`src/shared/timer_pkg.sv`:
```
// Constants and register map of the sixteen-bit timer with prescaler
// Functional notes
// Count bytes survive every device reset; only special event trigger clears them.
// Control register becomes 00h on power-on or brown-out reset only.
// Timer is default time base of both compare units; alternate timer may substitute.
// A deselected unit's compare-triggered reset leaves this count unchanged.
// Any write to low or high count byte clears the prescaler counter; in buffered mode a high write here leaves it unchanged.
// Buffered mode: high write only loads latch; only low write clears prescaler.
// Control layout: buffered, zero, prescale[1:0], osc, sync, source, timer on.
// Low count byte unknown after power-on or brown-out, else unchanged.
// High count byte unknown after power-on or brown-out, else unchanged.
// Control zero stops timer, internal clock, oscillator off, prescale 1:1.
// Setting timer on counts up from current value with chosen clock and prescale.
// Overflow sets the flag; software polls it and clears it itself.
// Software should not write low byte while running; high byte shortens interval.
// A software count write coinciding with special event reset wins.
// Special event reset of the count does not set the overflow flag.
// Buffered mode: low write moves the high latch into count high byte.
// Prescale select 00 1:1, 01 1:2, 10 1:4, 11 1:8.
package timer_pkg;

  // ------------------------------------------------------------
  // Register offsets
  // ------------------------------------------------------------
  localparam logic [7:0] OFS_COUNT_LOW = 8'h00;
  localparam logic [7:0] OFS_COUNT_HIGH = 8'h04;
  localparam logic [7:0] OFS_CONTROL = 8'h08;
  localparam logic [7:0] OFS_STATUS = 8'h0C;
  localparam logic [7:0] OFS_MASK = 8'h10;
  localparam logic [7:0] OFS_BASE_SEL = 8'h14;

  // ------------------------------------------------------------
  // Control fields
  // ------------------------------------------------------------
  localparam int BIT_BUFFERED = 7;
  localparam int BIT_PRESCALE_HI = 5;
  localparam int BIT_PRESCALE_LO = 4;
  localparam int BIT_OSC_ENABLE = 3;
  localparam int BIT_SYNC_SELECT_N = 2;
  localparam int BIT_CLOCK_SOURCE = 1;
  localparam int BIT_TIMER_ON = 0;
  localparam logic [7:0] CONTROL_WMASK = 8'hBF;
  localparam logic [7:0] CONTROL_RESET = 8'h00;

  // Status / mask bit and time base select bits
  localparam int BIT_OVERFLOW = 0;
  localparam int BIT_ALT_FOR_A = 0;
  localparam int BIT_ALT_FOR_B = 1;

  // Prescaler counter width covers 1:8
  localparam int PRESCALE_W = 3;

endpackage : timer_pkg

```
`src/verilog/primary_timer.sv`:
```
// Sixteen-bit timer with prescaler, buffered access and APB register slave
`timescale 1ns/1ps
`default_nettype none
module primary_timer (
  input wire logic core_clk,
  input wire logic rstn,
  input wire logic por_bor_n,
  input wire logic [7:0] paddr,
  input wire logic psel,
  input wire logic penable,
  input wire logic pwrite,
  input wire logic [31:0] pwdata,
  input wire logic [3:0] pstrb,
  output logic [31:0] prdata,
  output logic pready,
  output logic pslverr,
  input wire logic ext_clk_in,
  input wire logic osc_clk_in,
  input wire logic event_trig_a,
  input wire logic event_trig_b,
  output logic osc_enable,
  output logic time_base_a,
  output logic time_base_b,
  output logic irq
);
  import timer_pkg::*;

  // ------------------------------------------------------------
  // Registers
  // ------------------------------------------------------------
  logic [7:0] count_low_reg;
  logic [7:0] count_high_reg;
  logic [7:0] high_latch_reg;
  logic [7:0] control_reg;
  logic [PRESCALE_W-1:0] prescale_reg;
  logic status_reg;
  logic mask_reg;
  logic [1:0] base_sel_reg;
  logic irq_reg;
  logic [31:0] prdata_reg;
  logic pready_reg;
  logic pslverr_reg;
  logic [1:0] count_valid_reg;
  logic [7:0] count_low_next;
  logic [7:0] count_high_next;
  logic [PRESCALE_W-1:0] prescale_next;

  // ------------------------------------------------------------
  // Bus decode
  // ------------------------------------------------------------
  wire setup_ph = psel & ~penable;
  // Writes land only at the access edge that completes the transfer
  wire access_done = psel & penable & pready_reg;
  wire wr_ph = access_done & pwrite & pstrb[0];
  wire hit_low = paddr == OFS_COUNT_LOW;
  wire hit_high = paddr == OFS_COUNT_HIGH;
  wire hit_ctrl = paddr == OFS_CONTROL;
  wire hit_stat = paddr == OFS_STATUS;
  wire hit_mask = paddr == OFS_MASK;
  wire hit_base = paddr == OFS_BASE_SEL;
  wire mapped = hit_low | hit_high | hit_ctrl | hit_stat | hit_mask | hit_base;
  wire wr_low = wr_ph & hit_low;
  wire wr_high = wr_ph & hit_high;
  wire buffered = control_reg[BIT_BUFFERED];
  // Buffered high write only fills the latch
  wire wr_high_direct = wr_high & ~buffered;
  wire count_write = wr_low | wr_high_direct;

  // ------------------------------------------------------------
  // Clock source and prescale
  // ------------------------------------------------------------
  logic ext_rise;
  edge_sync u_ext (
    .core_clk(core_clk),
    .rstn(rstn),
    .din(control_reg[BIT_OSC_ENABLE] ? osc_clk_in : ext_clk_in),
    .rise(ext_rise)
  );
  // Source select: internal clock every cycle, else synchronised pin edge
  wire src_tick = control_reg[BIT_CLOCK_SOURCE] ? ext_rise : 1'b1;
  wire running = control_reg[BIT_TIMER_ON];
  wire [1:0] ps_sel = control_reg[BIT_PRESCALE_HI:BIT_PRESCALE_LO];
  // 00 1:1, 01 1:2, 10 1:4, 11 1:8
  wire [PRESCALE_W-1:0] ps_max = PRESCALE_W'((4'd1 << ps_sel) - 4'd1);
  wire ps_wrap = prescale_reg == ps_max;
  wire inc = running & src_tick & ps_wrap;
  wire [16:0] count_inc = {1'b0, count_high_reg, count_low_reg} + 17'h0_0001;
  wire overflow = inc & count_inc[16];

  // Special event reset only from units using this timer as base
  wire evt_reset = (event_trig_a & ~base_sel_reg[BIT_ALT_FOR_A]) |
                   (event_trig_b & ~base_sel_reg[BIT_ALT_FOR_B]);

  always_comb begin
    prescale_next = prescale_reg;
    if (running & src_tick)
      prescale_next = ps_wrap ? '0 : prescale_reg + PRESCALE_W'(1);
    if (count_write)
      prescale_next = '0;
  end

  always_comb begin
    count_low_next = count_low_reg;
    count_high_next = count_high_reg;
    if (inc) begin
      count_low_next = count_inc[7:0];
      count_high_next = count_inc[15:8];
    end
    if (evt_reset) begin
      count_low_next = 8'h00;
      count_high_next = 8'h00;
    end
    // Software write overrides trigger
    if (wr_low) begin
      count_low_next = pwdata[7:0];
      if (buffered)
        count_high_next = high_latch_reg;
    end
    if (wr_high_direct)
      count_high_next = pwdata[7:0];
  end

  // ------------------------------------------------------------
  // Count bytes: no reset, power-up value unknown
  // ------------------------------------------------------------
  always_ff @(posedge core_clk) begin
    count_low_reg <= count_low_next;
    count_high_reg <= count_high_next;
  end

  always_ff @(posedge core_clk) begin
    if (wr_high & buffered)
      high_latch_reg <= pwdata[7:0];
  end

  // ------------------------------------------------------------
  // Control register: cleared only by power-on / brown-out
  // ------------------------------------------------------------
  always_ff @(posedge core_clk or negedge por_bor_n) begin
    if (!por_bor_n)
      control_reg <= CONTROL_RESET;
    else if (wr_ph & hit_ctrl)
      control_reg <= pwdata[7:0] & CONTROL_WMASK;
  end

  // Marks count bytes that hold a defined value, for the checks below
  always_ff @(posedge core_clk or negedge por_bor_n) begin
    if (!por_bor_n) begin
      count_valid_reg <= 2'b00;
    end else begin
      if (wr_low | evt_reset)
        count_valid_reg[0] <= 1'b1;
      if (wr_high_direct | evt_reset | (wr_low & buffered))
        count_valid_reg[1] <= 1'b1;
    end
  end

  always_ff @(posedge core_clk or negedge rstn) begin
    if (!rstn) begin
      prescale_reg <= '0;
      status_reg <= 1'b0;
      mask_reg <= 1'b0;
      base_sel_reg <= 2'b00;
      irq_reg <= 1'b0;
      osc_enable <= 1'b0;
      time_base_a <= 1'b1;
      time_base_b <= 1'b1;
    end else begin
      prescale_reg <= prescale_next;
      // Set wins over write-one clear; trigger never sets it
      status_reg <= overflow | (status_reg & ~(wr_ph & hit_stat & pwdata[BIT_OVERFLOW]));
      if (wr_ph & hit_mask)
        mask_reg <= pwdata[BIT_OVERFLOW];
      if (wr_ph & hit_base)
        base_sel_reg <= pwdata[1:0];
      irq_reg <= status_reg & mask_reg;
      osc_enable <= control_reg[BIT_OSC_ENABLE];
      time_base_a <= ~base_sel_reg[BIT_ALT_FOR_A];
      time_base_b <= ~base_sel_reg[BIT_ALT_FOR_B];
    end
  end

  // ------------------------------------------------------------
  // APB answer: ready in the access cycle, one wait-free cycle
  // ------------------------------------------------------------
  wire [7:0] rd_byte = hit_low ? count_low_reg :
                       hit_high ? count_high_reg :
                       hit_ctrl ? control_reg :
                       hit_stat ? {7'h00, status_reg} :
                       hit_mask ? {7'h00, mask_reg} :
                       hit_base ? {6'h00, base_sel_reg} : 8'h00;

  always_ff @(posedge core_clk or negedge rstn) begin
    if (!rstn) begin
      prdata_reg <= 32'h0000_0000;
      pready_reg <= 1'b0;
      pslverr_reg <= 1'b0;
    end else begin
      pready_reg <= setup_ph;
      pslverr_reg <= setup_ph & ~mapped;
      if (setup_ph & ~pwrite)
        prdata_reg <= {24'h00_0000, rd_byte};
    end
  end

  assign prdata = prdata_reg;
  assign pready = pready_reg;
  assign pslverr = pslverr_reg;
  assign irq = irq_reg;

  // ------------------------------------------------------------
  // Assertions
  // ------------------------------------------------------------
  property p_ctrl_bit6;
    @(posedge core_clk) disable iff (!rstn) control_reg[6] == 1'b0;
  endproperty
  a_ctrl_bit6: assert property (p_ctrl_bit6) else $error("control bit 6 set");

  property p_stopped;
    @(posedge core_clk) disable iff (!rstn)
      (&count_valid_reg && !running && !evt_reset && !count_write) |=> $stable({count_high_reg, count_low_reg});
  endproperty
  a_stopped: assert property (p_stopped) else $error("count moved while stopped");

  property p_evt_clear;
    @(posedge core_clk) disable iff (!rstn)
      (evt_reset && !count_write) |=> {count_high_reg, count_low_reg} == 16'h0000;
  endproperty
  a_evt_clear: assert property (p_evt_clear) else $error("trigger did not clear count");

  property p_deselect;
    @(posedge core_clk) disable iff (!rstn)
      (count_valid_reg[0] && base_sel_reg == 2'b11 && !running && !count_write) |=> $stable(count_low_reg);
  endproperty
  a_deselect: assert property (p_deselect) else $error("deselected trigger changed count");

  property p_write_wins;
    @(posedge core_clk) disable iff (!rstn) (wr_low && evt_reset) |=> count_low_reg == $past(pwdata[7:0]);
  endproperty
  a_write_wins: assert property (p_write_wins) else $error("trigger beat write");

  property p_ps_clear;
    @(posedge core_clk) disable iff (!rstn) wr_low |=> prescale_reg == '0;
  endproperty
  a_ps_clear: assert property (p_ps_clear) else $error("prescaler not cleared");

  property p_buf_high;
    @(posedge core_clk) disable iff (!rstn)
      (wr_high && buffered && !inc && !evt_reset) |=> $stable(count_high_reg);
  endproperty
  a_buf_high: assert property (p_buf_high) else $error("buffered high write hit count");

  property p_latch_xfer;
    @(posedge core_clk) disable iff (!rstn) (wr_low && buffered) |=> count_high_reg == $past(high_latch_reg);
  endproperty
  a_latch_xfer: assert property (p_latch_xfer) else $error("latch not transferred");

  property p_ovf_flag;
    @(posedge core_clk) disable iff (!rstn) overflow |=> status_reg;
  endproperty
  a_ovf_flag: assert property (p_ovf_flag) else $error("overflow flag not set");

  property p_no_evt_flag;
    @(posedge core_clk) disable iff (!rstn) (!status_reg && !overflow) |=> !status_reg;
  endproperty
  a_no_evt_flag: assert property (p_no_evt_flag) else $error("flag set without overflow");

  c_overflow: cover property (@(posedge core_clk) disable iff (!rstn) overflow);
  c_evt: cover property (@(posedge core_clk) disable iff (!rstn) evt_reset && running);
  c_buf_write: cover property (@(posedge core_clk) disable iff (!rstn) wr_low && buffered);
  c_irq: cover property (@(posedge core_clk) disable iff (!rstn) irq_reg);
endmodule // primary_timer
`default_nettype wire

```
`src/verilog/edge_sync.sv`:
```
// Two-flop synchroniser with rising edge pulse on the synchronised level
`timescale 1ns/1ps
`default_nettype none
module edge_sync (
  input wire logic core_clk,
  input wire logic rstn,
  input wire logic din,
  output logic rise
);
  logic meta_reg;
  logic sync_reg;
  logic last_reg;

  always_ff @(posedge core_clk or negedge rstn) begin
    if (!rstn) begin
      meta_reg <= 1'b0;
      sync_reg <= 1'b0;
      last_reg <= 1'b0;
    end else begin
      meta_reg <= din;
      sync_reg <= meta_reg;
      last_reg <= sync_reg;
    end
  end

  assign rise = sync_reg & ~last_reg;
endmodule // edge_sync
`default_nettype wire

```
`config.mk`:
```
export PLATFORM = sky130hd
export DESIGN_NAME = primary_timer
export DESIGN_NICKNAME = d
export VERILOG_FILES = /design/src/shared/timer_pkg.sv /design/src/verilog/primary_timer.sv /design/src/verilog/edge_sync.sv
export SDC_FILE = /design/constraint.sdc
export NUM_CORES = 1
export LEC_CHECK = 0
export BUFFER_PORTS_ARGS = -buffer_cell sky130_fd_sc_hd__buf_2
export CAP_MARGIN = 20
export CELL_PAD_IN_SITES_DETAIL_PLACEMENT = 0
export CELL_PAD_IN_SITES_GLOBAL_PLACEMENT = 2
export CORE_ASPECT_RATIO = 0.9
export CORE_MARGIN = 4
export CORE_UTILIZATION = 32
export CTS_BUF_LIST = sky130_fd_sc_hd__clkbuf_4
export CTS_CLUSTER_DIAMETER = 40
export DETAILED_ROUTE_END_ITERATION = 10
export PLACE_DENSITY_LB_ADDON = 0.2
export SLEW_MARGIN = 20
export SYNTH_ARGS = -nofsm -noshare
export SYNTH_HDL_FRONTEND = slang
export SYNTH_HIERARCHICAL = 1
export SYNTH_SLANG_ARGS = --single-unit
```
`constraint.sdc`:
```
create_clock -name core_clk -period 2.57 [get_ports core_clk]
set_clock_uncertainty 0.15 [all_clocks]
set_input_delay 0.514 -clock core_clk [delete_from_list [all_inputs] [get_ports core_clk]]
set_output_delay 0.514 -clock core_clk [all_outputs]
set_load 0.01 [all_outputs]
```
==> metrics.txt, run 1 <==
outcome=finished clean; TritonCTS clock tree=built; share of layout cells above drive strength 1=0.253; netlist area before placement=2900 um^2; NumNets Final=395; arrival time worst endpoint=2220 ps; largest cells by area after synthesis=dfrtp_1 (25%), edfxtp_1 (17%), buf_4 (6.5%); worst hold margin=133 ps; cell type group with the largest total delay on the critical path=simple AND/OR/NAND/NOR gates; count of antenna-violating nets left after detailed routing=0; Final HPWL DP=5860 um; post-synthesis sequential area ratio=0.489; number of DRC violations after detailed routing=0; Achievable Freq=0.450 GHz; global-route wire length before repair=12,100 um; uppermost layer routed=met4; CP max stage delay=530 ps; Commonest cells post-synth=nand2_1 (30), dfrtp_1 (29), buf_4 (25); GRT Util Overall=0.150; max-cap violation count=0; Floorplan Core Area=8690 um^2; time the worst path needs with I/O delays and setup=2220 ps; number of buffers on the longest clock path=2; Total Wirelength=7600 um; number of enable flip-flop cells after synthesis=16; Synth area leader=dfrtp_1; total I/O pin count=92; iteration-0 DRC count of the detailed router=85; Die Span X=108 um; number of gates given a new drive strength after cts=0; PortBufs=40; critical path's slowest cell=or4_4; number of buffers created by CTS=5; number of pins exceeding their max-slew limit in the final report=0; post-synthesis instance total=278; Vias=2,241; Worst-Skew Late Latency=410 ps; post-route met1 wirelength=3810 um; drt pass-1 iters=6; number of failing hold endpoints at the final stage=0; number of sinks driven by the clock tree=55; Util after Layout=0.394; Cell Pwr Density=460 nW/um^2; Tightest Hold Check Type=primary input to flop; antenna diode count=0; synth warn=6; number of distinct library cells after synthesis=49; Pleak=1.38 nW; H-tree Lvls=2; kind of end point of the critical path=flop; area share of the largest cell type after synthesis=0.250; initial core utilization=0.334; Core Rows=32; slew at the pin closest to its max-slew limit=646 ps; Top FF cell, synth=dfrtp_1; post-layout total power=1.57 mW; count of buffer and inverter cells on the critical path=3; worst setup path category=primary input to flop; Fillers=897; flip-flop and latch count after synthesis=55; post-synthesis to final-layout area growth=18.0%; Wirelength per Cell=16.6 um; setup violators final=0; Async SR Flop Fraction=0.564; IR drop worst, VDD=0.203 mV; slew margin rel.=0.569; Crit Path Max Fanout=8; period utilization=0.866; Startpoint Class=primary input; via count of the first global-routing pass=2,165; most common cell in the netlist=nand2_1; antenna violations before repair=0; average instance area after synthesis=10.4 um^2; chain of cells forming the critical path=buf_2, or4_4, or3_1, buf_4, nor3_4, buf_12; Die H=98.3 um; total die area=10,700 um^2; met3 WL=372 um; total congestion overflow after global routing=0; unrepaired setup endpoints after global routing=false; setup tns final=0 ps; routability-driven placement congestion ratio=0.812; length of routed met2 wiring=3330 um; root buf cell=clkbuf_4; DR vias/cell=4.88; WP data required=2560 ps; largest net degree at the start of global routing=25; number of buffers inserted for hold repair after clock tree synthesis=2; setup repair bufs after CTS=0; clock transition time at the flip-flop clock pins of the worst setup and hold paths=160 ps
==> report_power, final <==
part | leakage [nW] | total (mW) | switching, mW | internal [mW]
logic | 0.728 | 0.138 | 0.0880 | 0.0503
clock network | 0.0452 | 0.506 | 0.301 | 0.205
registers | 0.611 | 0.929 | 0.0141 | 0.915
==> kinds of logic (layout without fill, tap and decap cells) <==
family | after synthesis | in the layout | synth area share
mux | 12 | 12 | 0.0496
fa+ha+maj | 2 | 2 | 0.00862
xor+xnor | 16 | 16 | 0.0483
simple gates | 81 | 81 | 0.151
other cells | 1 | 24 | 0.00129
flops | 55 | 55 | 0.489
buf+inv | 41 | 80 | 0.0858
compound gates | 70 | 70 | 0.166
==> metal layers <==
layer / global-route usage / up-vias
met2: 0.218 / 54
li1: - / 1089
met1: 0.223 / 1089
met3: 0.0317 / 9
met4: 0.0437 / 0
met5: 0 / -
==> path summary, 6_finish.rpt <==
kind / startpoint / to / slack (ps) / cells after the start
setup / recovery: paddr[6] / high_latch_reg[0] / 350 / 6
hold / removal: penable / pready / 130 / 2
setup reg to reg: control_reg[4] / status_reg / 460 / 5
hold reg to reg: u_ext/meta_reg / u_ext/sync_reg / 230 / 0
max in group asynchronous: rstn / time_base_a / 1410 / 2
min in group asynchronous: por_bor_n / control_reg[5] / 300 / 2
==> through the flow <==
| step | area (um^2) | cells | setup slack, ps |
|---|---|---|---|
| floorplan | 3010 | 301 | 24.9 |
| global placement | 3320 | 449 | -82.6 |
| detailed placement | 3320 | 449 | -99.5 |
| CTS | 3420 | 459 | 355 |
| global route | 3420 | 459 | 167 |
| finish | 3420 | 459 | 345 |
==> cell usage in the layout, fill, tap and decap left out, types with 3 or more instances in the layout <==
cell / netlist / layout
nor3_1: 6 / 5
buf_4: 25 / 18
nand2_1: 30 / 30
a2111oi_0: 7 / 7
and2_1: 3 / 3
edfxtp_1: 16 / 16
xnor2_1: 12 / 12
buf_2: 1 / 40
nand4_1: 3 / 3
dfrtp_1: 29 / 29
nor2b_1: 4 / 4
nor3_4: 2 / 3
o21ai_0: 19 / 19
nor2_1: 10 / 10
conb_1: 1 / 24
inv_1: 10 / 10
mux2_2: 7 / 4
clkbuf_4: 0 / 5
nand3_1: 7 / 7
o31ai_1: 10 / 10
a22oi_1: 14 / 14
a22o_1: 7 / 7
mux2_4: 0 / 3
dfxtp_1: 8 / 8
a21oi_1: 5 / 5
xor2_1: 4 / 4
==> final cells by class <==
type,instances,area (um^2),share of cell area
flip-flops and latches,55,1420,0.414
multi-input cells,205,1340,0.392
repair buffers,62,395,0.115
well taps,119,149,0.0435
clock inverters,3,43.8,0.0128
clock buffers,5,37.5,0.0110
inverters,10,37.5,0.0110
No activity file was read; power rests on OpenSTA's default activity.
==> run 2, diff against run 1 <==
--- a/config.mk
+++ b/config.mk
@@ -19,5 +19,4 @@
 export SLEW_MARGIN = 20
 export SYNTH_ARGS = -nofsm -noshare
 export SYNTH_HDL_FRONTEND = slang
-export SYNTH_HIERARCHICAL = 1
 export SYNTH_SLANG_ARGS = --single-unit
==> metrics.txt, run 2 <==
iteration-0 DRC count of the detailed router=118 (was 85); antenna diode count=0 (unchanged); Pleak=1.41 nW (was 1.38 nW); post-place setup slack=-13.3 ps (was -99.5 ps); root buf cell=clkbuf_4 (unchanged); number of enable flip-flop cells after synthesis=16 (unchanged); DR vias/cell=4.95 (was 4.88); number of buffers created by CTS=5 (unchanged); Floorplan Core Area=8770 um^2 (was 8690 um^2); most frequent standard cell in the layout excluding fill and tap cells=buf_2 (unchanged); Worst-Skew Late Latency=370 ps (was 410 ps); IR drop worst, VDD=0.185 mV (was 0.203 mV); setup tns final=0 ps (unchanged); Util after Layout=0.389 (was 0.394); flip-flop and latch count after synthesis=55 (unchanged); number of sinks driven by the clock tree=55 (unchanged); Top FF cell, synth=dfrtp_1 (unchanged); Core Rows=32 (unchanged); total congestion overflow after global routing=0 (unchanged); number of pins exceeding their max-slew limit in the final report=0 (unchanged); setup slack after layout=263 ps (was 345 ps); post-synthesis instance total=282 (was 278); Async SR Flop Fraction=0.564 (unchanged); NumNets Final=390 (was 395); Cell Count Post-Placement=444 (was 449); netlist area before placement=2950 um^2 (was 2900 um^2); post-synthesis sequential area ratio=0.481 (was 0.489); arrival time worst endpoint=2410 ps (was 2220 ps); dpl cell area=3300 um^2 (was 3320 um^2); average instance area after synthesis=10.5 um^2 (was 10.4 um^2); antenna violations before repair=0 (unchanged); Commonest cells post-synth=dfrtp_1 (29), buf_4 (25), nand2_1 (25) (was nand2_1 (30), dfrtp_1 (29), buf_4 (25)); Wirelength per Cell=16.9 um (was 16.6 um); H-tree Lvls=2 (unchanged); max-cap violation count=0 (unchanged); Synth area leader=dfrtp_1 (unchanged); outcome=finished clean (unchanged); Crit Path Max Fanout=5 (was 8); total die area=10,800 um^2 (was 10,700 um^2); Fillers=911 (was 897); setup repair bufs after CTS=0 (unchanged); Tightest Hold Check Type=primary input to flop (unchanged); routability-driven placement congestion ratio=0.782 (was 0.812); Achievable Freq=0.433 GHz (was 0.450 GHz); Cell Pwr Density=465 nW/um^2 (was 460 nW/um^2); count of antenna-violating nets left after detailed routing=0 (unchanged); slew margin rel.=0.404 (was 0.569); initial core utilization=0.336 (was 0.334); synth warn=0 (was 6); setup violators final=0 (unchanged); Die H=99.1 um (was 98.3 um); most common cell in the netlist=dfrtp_1 (was nand2_1); kind of end point of the critical path=flop (unchanged); TritonCTS clock tree=built (unchanged); drt pass-1 iters=4 (was 6); post-synthesis to final-layout area growth=15.5% (was 18.0%); number of distinct library cells after synthesis=52 (was 49); worst setup path category=flop to flop (was primary input to flop); number of DRC violations after detailed routing=0 (unchanged); largest cells by area after synthesis=dfrtp_1 (25%), edfxtp_1 (16%), buf_4 (6.4%) (was dfrtp_1 (25%), edfxtp_1 (17%), buf_4 (6.5%)); Die Span X=109 um (was 108 um); critical path's slowest cell=dfrtp_1 (was or4_4); final cell count without fillers=454 (was 459); time the worst path needs with I/O delays and setup=2310 ps (was 2220 ps); Total Wirelength=7670 um (was 7600 um); CP max stage delay=500 ps (was 530 ps); GRT Util Overall=0.149 (was 0.150); unrepaired setup endpoints after global routing=false (unchanged); number of buffers on the longest clock path=2 (unchanged); global-route wire length before repair=12,400 um (was 12,100 um); via count of the first global-routing pass=2,194 (was 2,165); WP data required=2680 ps (was 2560 ps); total I/O pin count=92 (unchanged); Final HPWL DP=5970 um (was 5860 um); clock transition time at the flip-flop clock pins of the worst setup and hold paths=160 ps (about the same); period utilization=0.898 (was 0.866); Vias=2,246 (was 2,241); share of layout cells above drive strength 1=0.227 (was 0.253); number of failing hold endpoints at the final stage=0 (unchanged); largest net degree at the start of global routing=25 (unchanged); Startpoint Class=flop (was primary input); area share of the largest cell type after synthesis=0.246 (was 0.250); commonest cells after routing, fill and taps aside=buf_2 (40), dfrtp_1 (29), nand2_1 (25) (was buf_2 (40), nand2_1 (30), dfrtp_1 (29)); PortBufs=40 (unchanged); number of gates given a new drive strength after cts=0 (unchanged); chain of cells forming the critical path=or2_1, a2111o_1, a2111oi_1, xnor2_1, o22ai_1 (was buf_2, or4_4, or3_1, buf_4, nor3_4, buf_12); sequential standard cell area=1420 um^2 (unchanged); slew at the pin closest to its max-slew limit=885 ps (was 646 ps); area taken by multi-input logic gates=1380 um^2 (was 1340 um^2); final standard cell area without fillers=3410 um^2 (was 3420 um^2)
-- run 2: worst paths after layout --
check	start	endpoint	slack (ps)	depth (start not counted)
max in group asynchronous	rstn	time_base_b	1400	2
worst min register to register	u_ext.meta_reg	u_ext.sync_reg	230	0
worst max register to register	control_reg[4]	count_high_reg[3]	260	5
worst min-delay path	penable	pready	160	2
min in group asynchronous	por_bor_n	control_reg[2]	340	2
worst max-delay path	control_reg[4]	count_high_reg[3]	260	5
-- run 2: worst max-delay path: cells and delay by family, from the launching register on --
kind / cells / cell delay, ps
AO/OA/AOI/OAI: 3 / 1070
XOR/XNOR: 1 / 180
flip-flops: 1 / 500
AND/OR/NAND/NOR: 1 / 290
-- run 2: kinds of logic (layout without fill, tap and decap cells) --
family	count (synthesis)	after routing	synth area share
adders and majority gates	2	2	0.00848
buffers and inverters	39	69	0.0823
DFF	55	55	0.481
AOI/OAI and AO/OA	67	67	0.162
and+or+nand+nor	84	84	0.152
muxes	19	19	0.0691
xor gates and xnor gates	15	15	0.0445
other	1	24	0.00127
-- run 2: where the power goes --
group	switching (mW)	internal [mW]
clock network	0.282	0.220
logic	0.0934	0.0531
registers	0.0172	0.917
total	0.392	1.19
-- run 2: final cells by class --
cell class,count,area share
clock inverter,2,0.0114
tap,119,0.0437
timing repair buffer,57,0.105
inverter,4,0.00441
clock buffer,6,0.0132
sequential,55,0.416
multi-input combinational,211,0.406
-- run 2: per-stage QoR --
stage          hold slack (ps)  power, mW
2_1_floorplan             68.4       1.05
3_3_place_gp               201       1.10
3_5_place_dp               191       1.10
4_1_cts                    146       1.60
5_1_grt                    144       1.66
6_report                   157       1.58
-- run 2: what timing repair did --
item	4_1_cts	5_1_grt
setup endpoints to repair	0	0
hold buffers	2	0
hold endpoints to repair	29	0
-- run 2: per-layer routing --
metal	global-route usage	share of wire	vias up
li1	-	-	1102
met1	0.236	0.50	1086
met2	0.215	0.44	56
met3	0.0240	0.058	2
met4	0.0259	0.0044	0
met5	0	0	-
